**config.mk**
```make
export PLATFORM = sky130hd
export DESIGN_NAME = adcsq_top
export DESIGN_NICKNAME = d
export VERILOG_FILES = /design/src/logic/adcsq_clkdiv.v /design/src/logic/adcsq_convtimer.v /design/src/logic/adcsq_top.v
export VERILOG_INCLUDE_DIRS = /design/src /design/src/logic
export SDC_FILE = /design/constraint.sdc
export NUM_CORES = 1
export LEC_CHECK = 0
export ABC_AREA = 0
export BUFFER_PORTS_ARGS = -buffer_cell sky130_fd_sc_hd__buf_2
export CAP_MARGIN = 5
export CORE_UTILIZATION = 36
export CTS_BUF_LIST = sky130_fd_sc_hd__clkbuf_16
export CTS_CLUSTER_DIAMETER = 100
export DETAILED_ROUTE_END_ITERATION = 6
export SLEW_MARGIN = 20
export SYNTH_ARGS = -nofsm -noshare
export SYNTH_HDL_FRONTEND = slang
export SYNTH_SLANG_ARGS = --single-unit
```
**constraint.sdc**
```tcl
create_clock -name i_clock -period 3.3 [get_ports i_clock]
set_clock_uncertainty 0.15 [all_clocks]
set_input_delay 0.495 -clock i_clock [delete_from_list [all_inputs] [get_ports i_clock]]
set_output_delay 0.495 -clock i_clock [all_outputs]
set_load 0.01 [all_outputs]
```
**src/logic/adcsq_consts.vh**
```
// Constants for the converter scan sequencer: register offsets,
// field positions, reset values and timing counts.
// Assumes a 32-bit classic Wishbone slave with byte addressing.
//
// Operation
// - Scan converts four adjacent inputs after delay
// - Single scan: four results, clear start, EOC
// - Interrupt rises together with end-of-conversion flag
// - Continuous scan repeats groups, EOC per group
// - Start cleared: scan finishes its group, single channel its conversion, then stop
// - Status byte with flags, pointer; resets 30h
// - Overrun cleared by writing one or by disable
// - EOC set at group or sequence end, cleared by result read
// - Busy reads one from start until the sequence stops, sampling delays included
// - Pointer loads 11 at start, increments per result
// - Control one: enable bit0, irq enable bit2
// - Disable aborts and clears flags and start
// - Interrupt at sequence end or buffer full
// - Scan field: 00 single, 01 four-channel
// - Repeat bit: stop after cycle or repeat
// - Mode writes ignored while start set
// - Single conversion lands in first result register
// - Single channel continuous fills four, then wraps
// - Each conversion takes ten converter clocks
`ifndef ADCSQ_CONSTS_VH
`define ADCSQ_CONSTS_VH

// Byte offsets, one register per aligned word
`define ADCSQ_OFS_STATUS   8'h00
`define ADCSQ_OFS_CTRL_ONE 8'h04
`define ADCSQ_OFS_CTRL_TWO 8'h08
`define ADCSQ_OFS_CTRL_THR 8'h0C
`define ADCSQ_OFS_RES_BASE 8'h10
`define ADCSQ_OFS_RES_LAST 8'h1C

// Status fields
`define ADCSQ_ST_EOC     0
`define ADCSQ_ST_BUSY    1
`define ADCSQ_ST_OVF     2
`define ADCSQ_ST_PTR_LO  4
`define ADCSQ_ST_RESET   8'h30
`define ADCSQ_PTR_RESET  2'h3

// Control one fields
`define ADCSQ_C1_EN      0
`define ADCSQ_C1_IRQ     2

// Control two fields
`define ADCSQ_C2_START   7
`define ADCSQ_C2_SCAN_HI 6
`define ADCSQ_C2_SCAN_LO 5
`define ADCSQ_C2_REPEAT  4
`define ADCSQ_C2_CHAN_HI 3

// Control three fields: divider 2:0, delay 5:3
`define ADCSQ_C3_DIV_HI  2
`define ADCSQ_C3_DLY_LO  3
`define ADCSQ_C3_DLY_HI  5

// Converter clocks per conversion
`define ADCSQ_CONV_TICKS 7'h0A
`define ADCSQ_LAST_IDX   2'h3

`endif

```
**src/logic/adcsq_clkdiv.v**
```verilog
// Converter clock divider: one-cycle enable pulse every 2^n cycles.
// Assumes the divider code is only changed while disabled.
`timescale 1ns/1ns
`default_nettype none

module adcsq_clkdiv (
	input  wire       i_clock,
	input  wire       i_rst_b,
	input  wire       i_run,
	input  wire [2:0] i_div_code,
	output reg        o_tick
);

	reg  [4:0] count_q;
	reg  [4:0] limit;

	// Codes above 5 are reserved; they act as divide by 32
	always @* begin
		if (i_div_code > 3'h5)
			limit = 5'h1F;
		else
			limit = (5'h01 << i_div_code) - 5'h01;
	end

	always @(posedge i_clock) begin
		if (!i_rst_b || !i_run) begin
			count_q <= 5'h00;
			o_tick  <= 1'b0;
		end else if (count_q >= limit) begin
			count_q <= 5'h00;
			o_tick  <= 1'b1;
		end else begin
			count_q <= count_q + 5'h01;
			o_tick  <= 1'b0;
		end
	end

endmodule // adcsq_clkdiv

`default_nettype wire

```
**src/logic/adcsq_convtimer.v**
```verilog
// One conversion: sampling delay, then ten converter clocks.
// Assumes i_tick is a one-cycle enable at the converter rate.
`timescale 1ns/1ns
`default_nettype none

`include "adcsq_consts.vh"

module adcsq_convtimer (
	input  wire       i_clock,
	input  wire       i_rst_b,
	input  wire       i_abort,
	input  wire       i_launch,
	input  wire       i_tick,
	input  wire [2:0] i_delay_code,
	output reg        o_sampling,
	output reg        o_converting,
	output reg        o_done
);

	reg  [6:0] count_q;

	// Reserved code 7 behaves as the longest delay
	function [6:0] delay_ticks;
		input [2:0] code;
		begin
			if (code == 3'h7)
				delay_ticks = 7'h40;
			else
				delay_ticks = 7'h01 << code;
		end
	endfunction

	always @(posedge i_clock) begin
		if (!i_rst_b || i_abort) begin
			count_q      <= 7'h00;
			o_sampling   <= 1'b0;
			o_converting <= 1'b0;
			o_done       <= 1'b0;
		end else begin
			o_done <= 1'b0;
			if (i_launch) begin
				o_sampling <= 1'b1;
				count_q    <= delay_ticks(i_delay_code) - 7'h01;
			end else if (i_tick && o_sampling) begin
				if (count_q == 7'h00) begin
					o_sampling   <= 1'b0;
					o_converting <= 1'b1;
					count_q      <= `ADCSQ_CONV_TICKS - 7'h01;
				end else begin
					count_q <= count_q - 7'h01;
				end
			end else if (i_tick && o_converting) begin
				if (count_q == 7'h00) begin
					o_converting <= 1'b0;
					o_done       <= 1'b1;
				end else begin
					count_q <= count_q - 7'h01;
				end
			end
		end
	end

endmodule // adcsq_convtimer

`default_nettype wire

```
**src/logic/adcsq_top.v**
```verilog
// Scan sequencer for an 8-bit, 12-input converter: registers,
// sequencing, result buffer and flags.
// Assumes a classic Wishbone master and an analog core whose result
// is valid when the tenth converter clock of a conversion ends.
`timescale 1ns/1ns
`default_nettype none

`include "adcsq_consts.vh"

module adcsq_top (
	input  wire        i_clock,
	input  wire        i_rst_b,
	input  wire        i_wb_cyc,
	input  wire        i_wb_stb,
	input  wire        i_wb_we,
	input  wire [7:0]  i_wb_adr,
	input  wire [3:0]  i_wb_sel,
	input  wire [31:0] i_wb_dat,
	output reg  [31:0] o_wb_dat,
	output reg         o_wb_ack,
	input  wire [7:0]  i_sar_result,
	output reg  [3:0]  o_mux_chan,
	output wire        o_sample_hold,
	output wire        o_convert,
	output reg         o_core_power,
	output reg         o_irq
);

	////////////////////////////////////////////////////////////////
	// Declarations
	////////////////////////////////////////////////////////////////

	localparam ST_IDLE = 2'b01;
	localparam ST_RUN  = 2'b10;

	reg  [1:0]  st_q;
	reg  [1:0]  st_d;
	reg         en_q;
	reg         irq_en_q;
	reg         start_q;
	reg         start_d;
	reg  [1:0]  scan_q;
	reg         repeat_q;
	reg  [3:0]  chan_q;
	reg  [5:0]  ctrl3_q;
	reg         eoc_q;
	reg         eoc_d;
	reg         ovf_q;
	reg         ovf_d;
	reg  [1:0]  ptr_q;
	reg  [1:0]  ptr_d;
	reg  [1:0]  idx_q;
	reg  [1:0]  idx_d;
	reg  [3:0]  base_q;
	reg  [3:0]  chan_d;
	reg         launch_q;
	reg         launch_d;
	reg  [7:0]  result_q [0:3];
	reg  [31:0] rdata;
	reg         stop;
	reg         group_end;

	wire        req;
	wire        wr;
	wire        rd;
	wire        wr_lane;
	wire        wr_ctrl1;
	wire        wr_ctrl2;
	wire        wr_ctrl3;
	wire        wr_status;
	wire        rd_result;
	wire [1:0]  rd_slot;
	wire        tick;
	wire        done;
	wire        busy;
	wire        abort;
	wire        single;
	wire [1:0]  wr_slot;
	wire [3:0]  unread;
	wire [3:0]  hit_unread;

	// Any of the four result words
	function is_result;
		input [7:0] adr;
		begin
			is_result = (adr >= `ADCSQ_OFS_RES_BASE) &&
				(adr <= `ADCSQ_OFS_RES_LAST) &&
				(adr[1:0] == 2'h0);
		end
	endfunction

	////////////////////////////////////////////////////////////////
	// Bus decode
	////////////////////////////////////////////////////////////////

	assign req       = i_wb_cyc && i_wb_stb && !o_wb_ack;
	assign wr        = req && i_wb_we;
	assign rd        = req && !i_wb_we;
	assign wr_lane   = wr && i_wb_sel[0];
	assign wr_ctrl1  = wr_lane && (i_wb_adr == `ADCSQ_OFS_CTRL_ONE);
	assign wr_ctrl2  = wr_lane && (i_wb_adr == `ADCSQ_OFS_CTRL_TWO);
	assign wr_ctrl3  = wr_lane && (i_wb_adr == `ADCSQ_OFS_CTRL_THR);
	assign wr_status = wr_lane && (i_wb_adr == `ADCSQ_OFS_STATUS);
	assign rd_result = rd && is_result(i_wb_adr);
	assign rd_slot   = i_wb_adr[3:2];

	assign busy   = (st_q == ST_RUN);
	assign abort  = !en_q;
	assign single = !scan_q[0];

	always @* begin
		rdata = 32'h0000_0000;
		if (i_wb_adr == `ADCSQ_OFS_STATUS) begin
			rdata[`ADCSQ_ST_EOC]  = eoc_q;
			rdata[`ADCSQ_ST_BUSY] = busy;
			rdata[`ADCSQ_ST_OVF]  = ovf_q;
			rdata[5:4]            = ptr_q;
		end else if (i_wb_adr == `ADCSQ_OFS_CTRL_ONE) begin
			rdata[`ADCSQ_C1_EN]  = en_q;
			rdata[`ADCSQ_C1_IRQ] = irq_en_q;
		end else if (i_wb_adr == `ADCSQ_OFS_CTRL_TWO) begin
			rdata[7:0] = {start_q, scan_q, repeat_q, chan_q};
		end else if (i_wb_adr == `ADCSQ_OFS_CTRL_THR) begin
			rdata[5:0] = ctrl3_q;
		end else if (is_result(i_wb_adr)) begin
			rdata[7:0] = result_q[rd_slot];
		end
	end

	always @(posedge i_clock) begin
		if (!i_rst_b) begin
			o_wb_ack <= 1'b0;
			o_wb_dat <= 32'h0000_0000;
		end else begin
			// Unmapped words answer with zero, never stall
			o_wb_ack <= req;
			o_wb_dat <= rd ? rdata : 32'h0000_0000;
		end
	end

	////////////////////////////////////////////////////////////////
	// Control registers
	////////////////////////////////////////////////////////////////

	always @(posedge i_clock) begin
		if (!i_rst_b) begin
			en_q     <= 1'b0;
			irq_en_q <= 1'b0;
			scan_q   <= 2'h0;
			repeat_q <= 1'b0;
			chan_q   <= 4'h0;
			ctrl3_q  <= 6'h00;
		end else begin
			if (wr_ctrl1) begin
				en_q     <= i_wb_dat[`ADCSQ_C1_EN];
				irq_en_q <= i_wb_dat[`ADCSQ_C1_IRQ];
			end
			if (wr_ctrl2) begin
				chan_q <= i_wb_dat[`ADCSQ_C2_CHAN_HI:0];
				if (!start_q) begin
					scan_q   <= i_wb_dat[6:5];
					repeat_q <= i_wb_dat[`ADCSQ_C2_REPEAT];
				end
			end
			if (wr_ctrl3)
				ctrl3_q <= i_wb_dat[5:0];
		end
	end

	////////////////////////////////////////////////////////////////
	// Sequencer
	////////////////////////////////////////////////////////////////

	assign wr_slot = ptr_q + 2'h1;

	always @* begin
		st_d     = st_q;
		start_d  = start_q;
		idx_d    = idx_q;
		ptr_d    = ptr_q;
		chan_d   = o_mux_chan;
		launch_d = 1'b0;
		eoc_d    = eoc_q;
		ovf_d    = ovf_q;
		stop     = 1'b0;
		group_end = 1'b0;

		// Software side of the flags; a hardware set below wins
		if (rd_result)
			eoc_d = 1'b0;
		if (wr_status && i_wb_dat[`ADCSQ_ST_OVF])
			ovf_d = 1'b0;
		if (wr_ctrl2 && !i_wb_dat[`ADCSQ_C2_START])
			start_d = 1'b0;

		case (st_q)
			ST_IDLE: begin
				if (wr_ctrl2 && i_wb_dat[`ADCSQ_C2_START] &&
						!start_q && en_q) begin
					start_d  = 1'b1;
					st_d     = ST_RUN;
					ptr_d    = `ADCSQ_PTR_RESET;
					idx_d    = 2'h0;
					chan_d   = i_wb_dat[`ADCSQ_C2_CHAN_HI:0];
					launch_d = 1'b1;
				end
			end
			ST_RUN: begin
				if (done) begin
					ptr_d     = wr_slot;
					group_end = (idx_q == `ADCSQ_LAST_IDX);
					if (single)
						stop = !repeat_q || !start_d;
					else
						stop = group_end &&
							!(repeat_q && start_d);
					if (hit_unread[wr_slot])
						ovf_d = 1'b1;
					if (stop || group_end)
						eoc_d = 1'b1;
					if (stop) begin
						st_d = ST_IDLE;
						if (!repeat_q)
							start_d = 1'b0;
					end else begin
						idx_d    = idx_q + 2'h1;
						launch_d = 1'b1;
						if (single)
							chan_d = base_q;
						else
							chan_d = base_q + {2'h0, idx_d};
					end
				end
			end
			default: begin
				st_d = ST_IDLE;
			end
		endcase
	end

	always @(posedge i_clock) begin
		if (!i_rst_b) begin
			st_q       <= ST_IDLE;
			start_q    <= 1'b0;
			idx_q      <= 2'h0;
			ptr_q      <= `ADCSQ_PTR_RESET;
			base_q     <= 4'h0;
			o_mux_chan <= 4'h0;
			launch_q   <= 1'b0;
			eoc_q      <= 1'b0;
			ovf_q      <= 1'b0;
		end else if (abort) begin
			// Disable kills the sequence and every flag
			st_q     <= ST_IDLE;
			start_q  <= 1'b0;
			idx_q    <= 2'h0;
			launch_q <= 1'b0;
			eoc_q    <= 1'b0;
			ovf_q    <= 1'b0;
		end else begin
			st_q       <= st_d;
			start_q    <= start_d;
			idx_q      <= idx_d;
			ptr_q      <= ptr_d;
			o_mux_chan <= chan_d;
			launch_q   <= launch_d;
			eoc_q      <= eoc_d;
			ovf_q      <= ovf_d;
			if (st_q == ST_IDLE && st_d == ST_RUN)
				base_q <= chan_d;
		end
	end

	////////////////////////////////////////////////////////////////
	// Result buffer and unread tracking
	////////////////////////////////////////////////////////////////

	always @(posedge i_clock) begin
		if (done && busy && !abort)
			result_q[wr_slot] <= i_sar_result;
	end

	genvar g;
	generate
		for (g = 0; g < 4; g = g + 1) begin : g_slot
			reg unread_q;
			wire fill = done && busy && !abort &&
				(wr_slot == g);
			wire drain = rd_result && (rd_slot == g);
			always @(posedge i_clock) begin
				if (!i_rst_b || abort)
					unread_q <= 1'b0;
				else if (fill)
					unread_q <= 1'b1;
				else if (drain)
					unread_q <= 1'b0;
			end
			assign unread[g]     = unread_q;
			// Same-cycle read still counts as read
			assign hit_unread[g] = unread[g] && !drain;
		end
	endgenerate

	////////////////////////////////////////////////////////////////
	// Interrupt and analog core control
	////////////////////////////////////////////////////////////////

	always @(posedge i_clock) begin
		if (!i_rst_b) begin
			o_irq        <= 1'b0;
			o_core_power <= 1'b0;
		end else begin
			// Follows the flag, so a result read drops it too
			o_irq        <= eoc_d && irq_en_q && en_q;
			o_core_power <= en_q;
		end
	end

	adcsq_clkdiv u_clkdiv (
		.i_clock    (i_clock),
		.i_rst_b    (i_rst_b),
		.i_run      (busy),
		.i_div_code (ctrl3_q[`ADCSQ_C3_DIV_HI:0]),
		.o_tick     (tick)
	);

	adcsq_convtimer u_timer (
		.i_clock      (i_clock),
		.i_rst_b      (i_rst_b),
		.i_abort      (abort),
		.i_launch     (launch_q),
		.i_tick       (tick),
		.i_delay_code (ctrl3_q[`ADCSQ_C3_DLY_HI:`ADCSQ_C3_DLY_LO]),
		.o_sampling   (o_sample_hold),
		.o_converting (o_convert),
		.o_done       (done)
	);

endmodule // adcsq_top

`default_nettype wire

```
### Word level (Yosys, flattened, before mapping)

Memory sizes are Yosys's and may differ from the RTL's.
Index checks and enable logic that the tools add are counted.

* muxes and demuxes: 76
* reduce and logical (&&, ||, !) cells: 82
* shifts and indexed selects: 2
* magnitude comparators: 5
* eq/ne operators: 20
* bitwise operators: 5
* $add $sub $neg: 7

Operators by type and width (count)
* $mux 7: 8
* $mux 1: 41
* $logic_and 1x1->1: 38
* $mux 2: 10
* $eq 8x4->1 const B: 2
* $mux 4: 4
* $mux 8: 2
* $reduce_bool 2->1: 8
* $eq 2x2->1 const B: 7
* $logic_not 1->1: 14
* $sub 7x1->7 const B: 2
* $pmux 2 s2: 3
* $reduce_and 2->1: 6
* $reduce_and 4->1: 3
* $eq 8x3->1 const B: 1
* $ge 8x5->1 const B: 1
* $le 8x5->1 const B: 1
* $logic_not 8->1: 1
* $ne 2x2->1 const B: 4
* $pmux 4 s2: 1
* $reduce_or 4->1: 2
* $logic_not 7->1: 1
* $shl 1x3->7 const A: 1
* $eq 2x1->1 const B: 3
* other kinds (21): 33

* memories kept: 1
* flip-flop bits (word level): 88
* logic and storage cells: 229
* memory bits (writable): 32

Memories
* result_q: words 4, bits a word 8, rd ports 1, clocked after Yosys merged registers in 0, write ports 1, RTL line adcsq_top.v:58 `reg [7:0] result_q [0:3];`

### Longest topological paths before layout

Gate-level depths: netlist (run 1).

* depth after elaboration: 19
* depth in mapped cells: 12
* mapped depth without buffers: 11

### Cells and area by module

From an unflattened synthesis (run 1), not the netlist that was laid out.

* cell total of the unflattened synthesis: 510
* area total of the unflattened synthesis: 5076.1 um^2

By module, submodules not included
* adcsq_top: cells each 381, sequential area each 1921.8 um^2, area an instance 4002.6 um^2, times used 1
* adcsq_convtimer: cells each 82, sequential area each 200.2 um^2, area an instance 664.4 um^2, times used 1
* adcsq_clkdiv: cells each 47, sequential area each 120.1 um^2, area an instance 409.1 um^2, times used 1

### Worst setup path before layout (run 1)

No wires, ideal clock.

* path kind: in2reg
* from: in i_wb_adr[2]
* to: reg base_q[0]
* setup time: 0.145 ns
* buffers on the path: 2
* stages: 8
* data arrival time: 2.416 ns
* slack: 0.589 ns
* cell sequence: buf_6 or4b_4 or4_4 buf_6 nor4b_4 a311o_1 a22oi_1 o22ai_1

* cells in the longest elaborated chain, start to end: 16

RTL lines
* start: declaration: RTL line adcsq_top.v:16 `input wire [7:0] i_wb_adr,`
* $eq 8x4->1 (no line) (*)
* $logic_and 1x1->1 (*): RTL line adcsq_top.v:101 `` assign wr_ctrl2 = wr_lane && (i_wb_adr == `ADCSQ_OFS_CTRL_TWO); ``
* $logic_and 1x1->1: RTL line adcsq_top.v:193 `` if (wr_ctrl2 && !i_wb_dat[`ADCSQ_C2_START]) ``
* $mux 1: RTL line adcsq_top.v:193
* $logic_and 1x1->1: RTL line adcsq_top.v:216 `!(repeat_q && start_d);`
* $logic_not 1->1: RTL line adcsq_top.v:216
* $logic_and 1x1->1: RTL line adcsq_top.v:215 `stop = group_end &&`
* $mux 1: RTL line adcsq_top.v:212 `if (single)`
* $mux 1: RTL line adcsq_top.v:209 `if (done) begin`
* $mux 1: RTL line adcsq_top.v:196 `case (st_q)`
* $mux 2: RTL line adcsq_top.v:221 `if (stop) begin`
* $mux 2: RTL line adcsq_top.v:209
* $pmux 2 s2: RTL line adcsq_top.v:196
* $eq 2x2->1: RTL line adcsq_top.v:269 `if (st_q == ST_IDLE && st_d == ST_RUN)`
* $logic_and 1x1->1: RTL line adcsq_top.v:269
* $reduce_and 2->1 (no line)
* end signal: assignment: RTL line adcsq_top.v:270 `base_q <= chan_d;`
* end: declaration: RTL line adcsq_top.v:54 `reg [3:0] base_q;`

Mark *: on every way between the ends. The rest lies on a longest branch, timed or not. The select of a mux whose other input is x is not followed.
A chain may end at the register's enable or synchronous reset.

### Final worst setup path (run 1)

* from: reg ctrl3_q[2]
* to: reg u_clkdiv.count_q[3]

* cells in the longest elaborated chain, start to end: 5

RTL lines
* start: declaration: RTL line adcsq_top.v:45 `reg [5:0] ctrl3_q;`
* start signal: assignment: RTL line adcsq_top.v:166 `ctrl3_q <= i_wb_dat[5:0];`
* $shl 1x3->5: RTL line adcsq_clkdiv.v:22 `limit = (5'h01 << i_div_code) - 5'h01;`
* $sub 5x1->5: RTL line adcsq_clkdiv.v:22
* $mux 5 (*): RTL line adcsq_clkdiv.v:19 `if (i_div_code > 3'h5)`
* $ge 5x5->1 (*): RTL line adcsq_clkdiv.v:29 `end else if (count_q >= limit) begin`
* $reduce_or 2->1 (no line) (*)
* end signal: assignment: RTL line adcsq_clkdiv.v:33 `count_q <= count_q + 5'h01;`
* end: declaration: RTL line adcsq_clkdiv.v:14 `reg [4:0] count_q;`

Mark *: on every way between the ends. The rest lies on a longest branch, timed or not.

==> metrics.md, run 1 <==
| Metric | Value |
|---|---|
| Worst-Skew Late Latency | 0.35 ns |
| Clock period minus worst slack | roughly 2.8 ns |
| Vias in the first global route | ~3500 |
| Mux contribution to synthesized area | 6.09% |
| Critical path class | reg -> reg |
| PD cells | 449 mW/mm² |
| DR iter-0 viols | approximately 230 |
| RSZ-0062 raised after global routing | no |
| Die area | 0.0139 mm² |
| Seq/Total Area, Yosys | between 40% and 50% |
| Setup bufs post-CTS | 0 |
| CORE AREA | 0.0128 mm² |
| Synth Area in Compound Gates | around 16% |
| Placer Congestion | around 0.90 |
| Die height | 118 µm |
| Post-route cell area | between 0.005 and 0.006 mm² |
| P_sw | approximately 0.00053 W |
| H-tree Lvls | 3 |
| CP required | 3.44 ns |
| Vias | between 3000 and 4000 |
| Vias/cell | approximately 5.3 |
| Asr flop ratio synth | 0% |
| Clock power share | a little under half |
| Drt first pass iters | 5 |
| Post-synth EDFFs | 32 |
| Antenna viol nets, final | 0 |
| Clock tree from TritonCTS | yes |
| Worst-path clk slew | around 0.07 ns |
| Top layer in use | met4 |
| Detailed Place HPWL | between 8000 and 9000 µm |
| Final routed DRC violation total | 0 |
| CP Launch Type | flip-flop |
| Synthesized area per cell | slightly below 10 µm² |
| Sw Ratio | a little over a fifth |
| Area share of the largest cell type after synthesis | between 20% and 30% |
| Rel. slew slack | between 40% and 50% |
| Synth Cell Area | 0.00482 mm² |
| Row count | between 40 and 50 |
| Initial Util | 37.6% |
| Ys flop type | dfxtp_1 |
| Flop pwr share | 49.8% |
| Most common cell after layout, fill and taps aside | dfxtp_1 |
| Max-slew violation count | 0 |
| TritonCTS Buffers | 9 |
| First-pass GRT wire length | about 18000 µm |
| Synth Area in Simple Gates | 17.0% |
| CP arrival | roughly 2.9 ns |
| Root buffer cell | clkbuf_16 |
| Number of filler cells placed in the layout | 1253 |
| Slew @ Worst Pin | 0.748 ns |
| Hold Violations, Final | 0 |
| Fraction of layout cells with a size suffix above 1 | between 10% and 20% |
| Routed len/inst | 15.8 µm |
| Adder-Cell Fraction of Synth Area | a little over 5% |
| Cts-stage hold buffer count | 0 |
| Netlist cell types | 66 |
| Top cell type by total area after synthesis | dfxtp_1 |
| Cells after Synth | just under 500 |
| GR Util All Layers | approximately 17% |
| Ranking of synthesized cells by area | dfxtp_1 27%, edfxtp_1 20%, ha_1 4.7% |
| Area grow syn2layout | 13.0% |
| Setup tns final | 0 ns |
| Routed wl met2 | about 5300 µm |
| Clock Sink Count | 96 |
| Number of synthesized register bits | 96 |
| Largest family of logic cells by synthesized area | simple AND/OR/NAND/NOR gates |
| Pin count of the biggest net entering global routing | 21 |
| Largest fanout on the critical path | 10 |
| I/O pin count | just under 100 |
| CTS max path bufs | 2 |
| Status | completed |
| Met1 Wirelength | 5000 µm |
| Combinational Power Share | around 3.4% |
| WL final | between 10000 and 15000 µm |
| Fin nets | ~610 |
| Final cycle utilization of the critical path | between 80 and 90% |
| Max IR drop VDD | roughly 380 µV |
| Met3 wire len | 682 µm |
| Antenna diode count | 0 |
| P_int | 0.00192 W |
| Initial antenna violation count | 0 |
| Placed Instance Area | just over 0.005 mm² |
| Static leakage | a little over 2 nW |
| Highest Clock Rate | 362 MHz |
| Die W | between 100 and 150 µm |
| CP endpoint kind | flip-flop |
| Synth Area in XOR/XNOR | between 1 and 1.5% |
| MaxCap Viol Count | 0 |
| Resized cells post-CTS | 0 |
| Leading cell types in the layout, fill and taps excluded | 64 x dfxtp_1, 55 x nand2_1, 46 x buf_2, 38 x nor2_1, 35 x a21oi_1 |
| Synthesis warning total | 0 |
| Min-Delay Path Class | in -> reg |
| Overflow after GRT | 0 |
| Final setup viols | 0 |
| Final Util | between 40% and 50% |
| IO Port Bufs | 46 |
## worst paths after layout
check                         to  slack, ns       startpoint  cells past startpoint
max          u_clkdiv.count_q[3]       0.54       ctrl3_q[2]                     10
min               result_q[2][6]       0.21  i_sar_result[6]                      1
max reg2reg  u_clkdiv.count_q[3]       0.54       ctrl3_q[2]                     10
min reg2reg            chan_q[1]       0.31        chan_q[1]                      2
## Yosys cell counts (3+ instances only)
master / instances
dfxtp_1: 64
nand2_1: 55
nor2_1: 38
a21oi_1: 35
edfxtp_1: 32
inv_1: 28
buf_4: 25
ha_1: 18
clkbuf_1: 15
nand3_1: 15
o21ai_0: 14
a22oi_1: 12
nor3_1: 9
mux2i_1: 8
mux4_2: 8
nand2b_1: 7
o22ai_1: 7
a222oi_1: 6
nor2b_1: 6
a31oi_1: 5
and3_1: 5
a211oi_1: 4
a21o_1: 3
and2_1: 3
buf_6: 3
mux2_2: 3
nor4_1: 3
o32ai_1: 3
or3_1: 3
xnor2_1: 3
xor2_1: 3
## critical path, stage by stage (launching register included)
cell and delay (ns):
dfxtp_1 0.42, or3_1 0.41, ha_1 0.22, nor2b_1 0.15, a21oi_1 0.15, o22ai_1 0.09
ha_1 0.29, a21o_1 0.16, a21o_1 0.19, a211o_1 0.36, nor2_1 0.12
## cells by family after synthesis
group	after synthesis
other	1
DFF	96
muxes	19
and+or+nand+nor	162
AOI/OAI and AO/OA	112
xor gates and xnor gates	6
adders and majority gates	19
buffers and inverters	72
## per-layer routing
layer,GRT usage [%],vias up
li1,-,1815
met1,21.0,1765
met2,26.9,120
met3,3.05,17
met4,8.01,0
met5,0,-
## metrics by stage
step | std cells | power, W | hold slack (ns) | setup slack (ns)
finish | 707 | 0.00245 | 0.206 | 0.539
global route | 707 | 0.00253 | 0.201 | 0.346
CTS | 707 | 0.00247 | 0.197 | 0.528
detailed placement | 691 | 0.00133 | 0.300 | 0.402
global placement | 691 | 0.00133 | 0.296 | 0.414
floorplan | 510 | 0.00131 | 0.280 | 0.589
## power groups by stage
stage	Combinational (W)	Clock, W	Sequential, W
after detailed placement	0.0000825	0	0.00125
after global placement	0.0000814	0	0.00125
after CTS	0.0000827	0.00117	0.00122
after floorplan	0.0000651	0	0.00125
after global routing	0.0000902	0.00123	0.00122
final	0.0000823	0.00115	0.00122
## sequential cells by signal, summed over array words and instances, names as in the netlist, 2 cells and up
register,count
result_q,32
o_wb_dat,8
u_timer.count_q,7
ctrl3_q,6
u_clkdiv.count_q,5
base_q,4
chan_q,4
g_slot.unread_q,4
o_mux_chan,4
idx_q,2
ptr_q,2
scan_q,2
st_q,2
## cell type report
cell class                      count  area (µm²)  area share (%)
Clock buffer                        9         225            4.13
Timing Repair Buffer               53         283            5.18
Inverter                           28         105            1.93
Tap cell                          172         215            3.95
Clock inverter                      7         101            1.86
Sequential cell                    96        2240            41.1
Multi-Input combinational cell    342        2280            41.8
(Power assumes the default switching activity.)
==> inputs of run 2 (changes only) <==
ABC_AREA = 1   (was 0)
clock period = 2.72 ns   (was 3.3 ns; I/O delays follow)
==> run 2 against run 1 <==
Effect of this change: flip-flop and latch count did not move; area after synthesis fell by 0.60%; worst setup slack got worse by 0.29 ns; wire length fell by 0.11%; critical endpoint is now u_clkdiv.count_q[2]; highest routed layer unchanged.
==> metrics.md, run 2 <==
| Metric | Value |
|---|---|
| Status | completed |
| Slew @ Worst Pin | ~0.55 ns |
| First-pass GRT wire length | 18200 µm |
| Reg2Reg Setup Slack | ~0.25 ns |
| Fin nets | slightly above 700 |
| Flop pwr share | 53.7% |
| Buf/Inv on CP | 1 |
| Initial antenna violation count | 0 |
| Vias | approximately 4000 |
| Asr flop ratio synth | 0% |
| Die W | 117 µm |
| Antenna viol nets, final | 0 |
| Root buffer cell | clkbuf_16 |
| Static leakage | 2.31 nW |
| Detailed Place HPWL | ~8400 µm |
| Critical path class | reg -> reg |
| Max reg flops | 32 |
| Placer Congestion | between 0.8 and 0.9 |
| Min-Delay Path Class | in -> reg |
| MaxCap Viol Count | 0 |
| Overflow after GRT | 0 |
| Largest stage delay, worst path | around 0.33 ns |
| GR Util All Layers | between 10% and 20% |
| Seq/Total Area, Yosys | 46.8% |
| Ys flop type | dfxtp_1 |
| PD cells | between 500 and 600 mW/mm² |
| P_sw | between 0.0006 and 0.0007 W |
| Final setup viols | 0 |
| Initial Util | 37.4% |
| Placed Instance Area | 0.00518 mm² |
| Fraction of layout cells with a size suffix above 1 | 13.2% |
| Clock Sink Count | 96 |
| Setup tns final | 0 ns |
| Clock power share | a little over two fifths |
| IO Port Bufs | between 40 and 50 |
| Die area | 0.0138 mm² |
| Count leader, synth | nand2_1 |
| Crit-path cells | inv_1 -> nand3_1 -> ha_1 -> and2_1 -> ha_1 -> o21a_1 -> o21a_1 -> o21ai_0 -> nand2_1 -> a21oi_2 -> nand3_2 -> nor3_1 |
| Post-synth EDFFs | 32 |
| P_int | around 0.0021 W |
| Biggest regs | result_q: 32 flops, o_wb_dat: 8 flops, u_timer.count_q: 7 flops |
| Worst-Skew Late Latency | between 0.3 and 0.4 ns |
| CP required | 2.84 ns |
| Post-route cell area | 0.00546 mm² |
| Hold Violations, Final | 0 |
| Die height | roughly 120 µm |
| Largest Register | result_q |
| Top cell type by total area after synthesis | dfxtp_1 |
| Hold Crit Depth | 1 |
| Largest fanout on the critical path | 6 |
| Clock tree from TritonCTS | yes |
| CP Launch Type | flip-flop |
| Number of synthesized register bits | 96 |
| RR Startpoint | ctrl3_q[1] |
| Synth Cell Area | 0.00480 mm² |
| Highest Clock Rate | between 400 and 500 MHz |
| Synthesized area per cell | just over 8 µm² |
| Max-slew violation count | 0 |
| Worst reg2reg path depth | 12 |
| Commonest cells post-synth | 113 x nand2_1, 78 x inv_1, 64 x dfxtp_1, 54 x nor2_1, 43 x a21oi_1 |
| Synthesis warning total | 0 |
| TritonCTS Buffers | 9 |
| Max IR drop VDD | roughly 230 µV |
| Critical path's slowest cell | dfxtp_1 |
| Worst-path clk slew | 0.07 ns |
| CP endpoint kind | flip-flop |
| CTS max path bufs | 2 |
| CP arrival | approximately 2.6 ns |
| Final routed DRC violation total | 0 |
| Vias in the first global route | 3744 |
| Most common cell after layout, fill and taps aside | nand2_1 |
| DR iter-0 viols | roughly 210 |
| Combinational Power Share | under 10% |
| I/O pin count | about 100 |
| H-tree Lvls | 3 |
| RSZ-0062 raised after global routing | no |
| Clock period minus worst slack | 2.47 ns |
| Drt first pass iters | 4 |
| Setup bufs post-CTS | 0 |
| Antenna diode count | 0 |
| Ranking of synthesized cells by area | dfxtp_1 27%, edfxtp_1 20%, nand2_1 8.8% |
| Area share of the largest cell type after synthesis | approximately a quarter |
| Pin count of the biggest net entering global routing | 22 |
| Cells after Synth | 591 |
| Hold worst-path end | result_q[1][6] |
| Netlist cell types | 42 |
| Area grow syn2layout | 13.9% |
| Routed len/inst | around 14 µm |
| CORE AREA | 0.0128 mm² |
| Terminus of the critical flop-to-flop path | u_clkdiv.count_q[2] |
| Min-delay src | i_sar_result[6] |
| Sw Ratio | approximately 23% |
| Leading cell types in the layout, fill and taps excluded | 113 x nand2_1, 78 x inv_1, 64 x dfxtp_1, 54 x nor2_1, 46 x buf_2 |
| Final cycle utilization of the critical path | 90.9% |
| CP delay by family, top | simple AND/OR/NAND/NOR gates |
| Vias/cell | a little under 5 |
| WL final | 11200 µm |
| Row count | between 40 and 50 |
| Rel. slew slack | a little over three fifths |
==> run 2: routing by layer <==
layer  share of wire, %  GRT usage (%)  vias to the layer above
met4                2.4           7.06                        0
met2                 45           26.5                      120
met3                5.3           3.31                       25
met1                 47           22.0                     1836
li1                   -              -                     2029
met5                  0              0                        -
==> run 2: repair_timing <==
action,CTS,global route
endpoints found under the setup margin,0,5
hold buffers,0,0
gates resized for setup,0,2
==> run 2: layout make-up <==
cell class                      count  area, µm²
Clock buffer                        9        225
Clock inverter                      7       47.5
Fill cell                        1296       7360
Inverter                           82        308
Multi-Input combinational cell    403       2130
Sequential cell                    96       2240
Tap cell                          172        215
Timing Repair Buffer               55        298
==> run 2: worst max path at each step <==
stage          startpoint             endpoint  slack (ns)  depth (start not counted)
2_1_floorplan  ctrl3_q[1]  u_clkdiv.count_q[2]        0.44                         12
3_3_place_gp   ctrl3_q[2]  u_clkdiv.count_q[2]        0.17                         12
3_5_place_dp   ctrl3_q[2]  u_clkdiv.count_q[2]        0.11                         12
4_1_cts        ctrl3_q[2]  u_clkdiv.count_q[2]        0.09                         12
5_1_grt        ctrl3_q[2]  u_clkdiv.count_q[2]        0.06                         12
6_report       ctrl3_q[1]  u_clkdiv.count_q[2]        0.25                         12
==> run 2: worst reg2reg max path, delay by kind of cell (launching register included) <==
family / cells / cell delay [ns]
and+or+nand+nor: 5 / 0.64
AOI/OAI and AO/OA: 4 / 0.60
adders and majority gates: 2 / 0.55
DFF: 1 / 0.33
buffers and inverters: 1 / 0.14
==> run 2: cells by family after synthesis <==
logic type	after synthesis	share of synthesized area [%]
compound gates	120	14.4
fa+ha+maj	19	5.11
simple gates	229	20.7
other cells	1	0.0782
xor+xnor	10	1.83
buf+inv	115	10.9
flops	96	46.8
mux	1	0.209
==> run 2: per-stage QoR <==
stage,std cells,utilization [%],hold WS (ns),total power (W),setup slack (ns)
floorplan,614,-,0.280,0.00159,0.438
global placement,808,40.4,0.295,0.00162,0.175
detailed placement,808,40.4,0.312,0.00162,0.110
CTS,824,42.5,0.123,0.00278,0.0935
global route,824,42.6,0.120,0.00285,0.0630
finish,824,42.6,0.129,0.00275,0.249
==> run 2: power by group through the flow <==
stage          logic [W]  registers, W  clock network (W)
2_1_floorplan  0.0000771       0.00151                  0
3_3_place_gp    0.000106       0.00151                  0
3_5_place_dp    0.000107       0.00151                  0
4_1_cts         0.000108       0.00148            0.00119
5_1_grt         0.000119       0.00148            0.00125
6_report        0.000108       0.00148            0.00117
==> inputs of run 3 (changes only) <==
clock period = 2.3 ns   (was 2.72 ns; I/O delays follow)
==> run 3 against run 2 <==
Effect of this change: critical path depth stayed put; power up 26%; clock power grew 35%; first-iteration DRC count fell by 22%; sequential share of layout area decreased by 2.4 points; sequential power is 18% higher; clock-buffer cell count stayed put; die area unchanged; worst hold slack got worse by 0.059 ns; global-route usage is 1.5 points higher; largest cell class unchanged.
==> metrics.md, run 3 (same netlist as run 2, synthesis figures left out) <==
| Metric | Value |
|---|---|
| Fraction of layout cells with a size suffix above 1 | roughly a fifth |
| Multi-input combinational cell area | ~0.0022 mm² |
| Cts-stage hold buffer count | 0 |
| CP endpoint kind | flip-flop |
| Vias | 4135 |
| CP arrival | about 2.4 ns |
| Crit-path cells | inv_4 -> nand3_2 -> ha_4 -> and2_4 -> ha_4 -> o21a_1 -> o21a_1 -> o21ai_1 -> nand2_1 -> a21oi_2 -> nand3_2 -> nor3_2 |
| Number of filler cells placed in the layout | ~1300 |
| Static leakage | 2.52 nW |
| Critical path's slowest cell | dfxtp_2 |
| Max IR drop VDD | around 380 µV |
| I/O pin count | 98 |
| Area grow syn2layout | 21.2% |
| Post-route cell area | 0.00581 mm² |
| Largest stage delay, worst path | ~0.33 ns |
| Row count | 41 |
| Initial Util | 37.4% |
| TritonCTS Buffers | 9 |
| Max reg flops | 32 |
| Setup tns final | 0 ns |
| Status | completed |
| Initial antenna violation count | 0 |
| Vias in the first global route | around 4000 |
| Min-Delay Path Class | in -> reg |
| Vias/cell | between 4 and 5 |
| Routed len/inst | between 10 and 15 µm |
| Final setup viols | 0 |
| Biggest regs | result_q: 32 flops, o_wb_dat: 8 flops, u_timer.count_q: 7 flops |
| Die area | 0.0138 mm² |
| Most common cell after layout, fill and taps aside | nand2_1 |
| Leading cell types in the layout, fill and taps excluded | 113 x nand2_1, 76 x inv_1, 61 x dfxtp_1, 53 x nor2_1, 46 x buf_2 |
| Worst-path clk slew | approximately 0.060 ns |
| Largest fanout on the critical path | 5 |
| Pre-CTS setup slack | -0.218 ns |
| WL final | between 10000 and 15000 µm |
| H-tree Lvls | 3 |
| DR iter-0 viols | ~160 |
| Die W | between 100 and 150 µm |
| Final WS setup | approximately 0.011 ns |
| GR Util All Layers | between 10% and 20% |
| CP required | between 2 and 2.5 ns |
| Overflow after GRT | 0 |
| IO Port Bufs | 46 |
| CP delay by family, top | simple AND/OR/NAND/NOR gates |
| Die height | around 120 µm |
| Highest Clock Rate | around 440 MHz |
| Largest Register | result_q |
| CTS max path bufs | 2 |
| Worst-Skew Late Latency | 0.34 ns |
| CP Launch Type | flip-flop |
| Clock Sink Count | 96 |
| Max-slew violation count | 0 |
| CORE AREA | around 0.013 mm² |
| PD cells | 596 mW/mm² |
| RSZ-0062 raised after global routing | yes |
| Hold Violations, Final | 0 |
| Clock tree from TritonCTS | yes |
| Fin nets | around 750 |
| Final cycle utilization of the critical path | 99.5% |
| MaxCap Viol Count | 0 |
| First-pass GRT wire length | 19800 µm |
| Drt first pass iters | 4 |
| Root buffer cell | clkbuf_16 |
| Placed Instance Area | roughly 0.0054 mm² |
| Final routed DRC violation total | 0 |
| Buf/Inv on CP | 1 |
| Pin count of the biggest net entering global routing | 21 |
| Placer Congestion | about 0.85 |
| FF/Latch Area | 0.00225 mm² |
| Detailed Place HPWL | about 9000 µm |
| Antenna diode count | 0 |
| Critical path class | reg -> reg |
| Clock period minus worst slack | 2.29 ns |
| Antenna viol nets, final | 0 |
==> run 3: cell types whose count changed in the layout (fill, tap and decap cells not counted), moves of 3 or more <==
cell and delta:
dfxtp_1 -3, clkinvlp_4 -4, dfxtp_2 +3, nand3_1 -3, ha_4 +3, buf_4 +30, ha_1 -3
==> run 3: area by class of cell <==
cell class	count	share of cell area [%]
flip-flops and latches	96	38.6
clock inverters	7	1.49
repair buffers	85	9.00
multi-input cells	403	37.9
well taps	172	3.70
inverters	82	5.38
clock buffers	9	3.87
==> run 3: stage by stage <==
stage,power (W),util (%),cells,hold slack (ns)
3_3_place_gp,0.00192,41.9,834,0.298
6_report,0.00346,45.3,854,0.0701
4_1_cts,0.00350,44.8,854,0.0571
5_1_grt,0.00358,45.3,854,0.0534
2_1_floorplan,0.00188,-,614,0.280
3_5_place_dp,0.00192,41.9,834,0.310
==> run 3: final timing paths <==
kind | to | from | slack, ns | cells after the start
setup / recovery | u_clkdiv.count_q[2] | ctrl3_q[2] | 0.01 | 12
hold / removal | result_q[3][4] | i_sar_result[4] | 0.07 | 1
setup reg to reg | u_clkdiv.count_q[2] | ctrl3_q[2] | 0.01 | 12
hold reg to reg | u_timer.count_q[6] | u_timer.count_q[6] | 0.31 | 2
==> run 3: layer usage <==
layer,GRT usage [%],routed length (µm)
met1,23.5,5430
met2,30.1,5590
met3,3.31,637
met4,6.98,272
met5,0,0
==> run 3: timing repair <==
| item | CTS | global route |
|---|---|---|
| gates cloned | 0 | 0 |
| endpoints found under the setup margin | 6 | 6 |
| resized for setup | 12 | 11 |
| pin swaps | 5 | 10 |
| buffers inserted | 4 | 2 |
==> run 3: power by group <==
group	total (W)	switching [W]	internal, W
sequential	0.00175	0.000000502	0.00175
clock	0.00158	0.000632	0.000946
combinational	0.000136	0.0000926	0.0000433
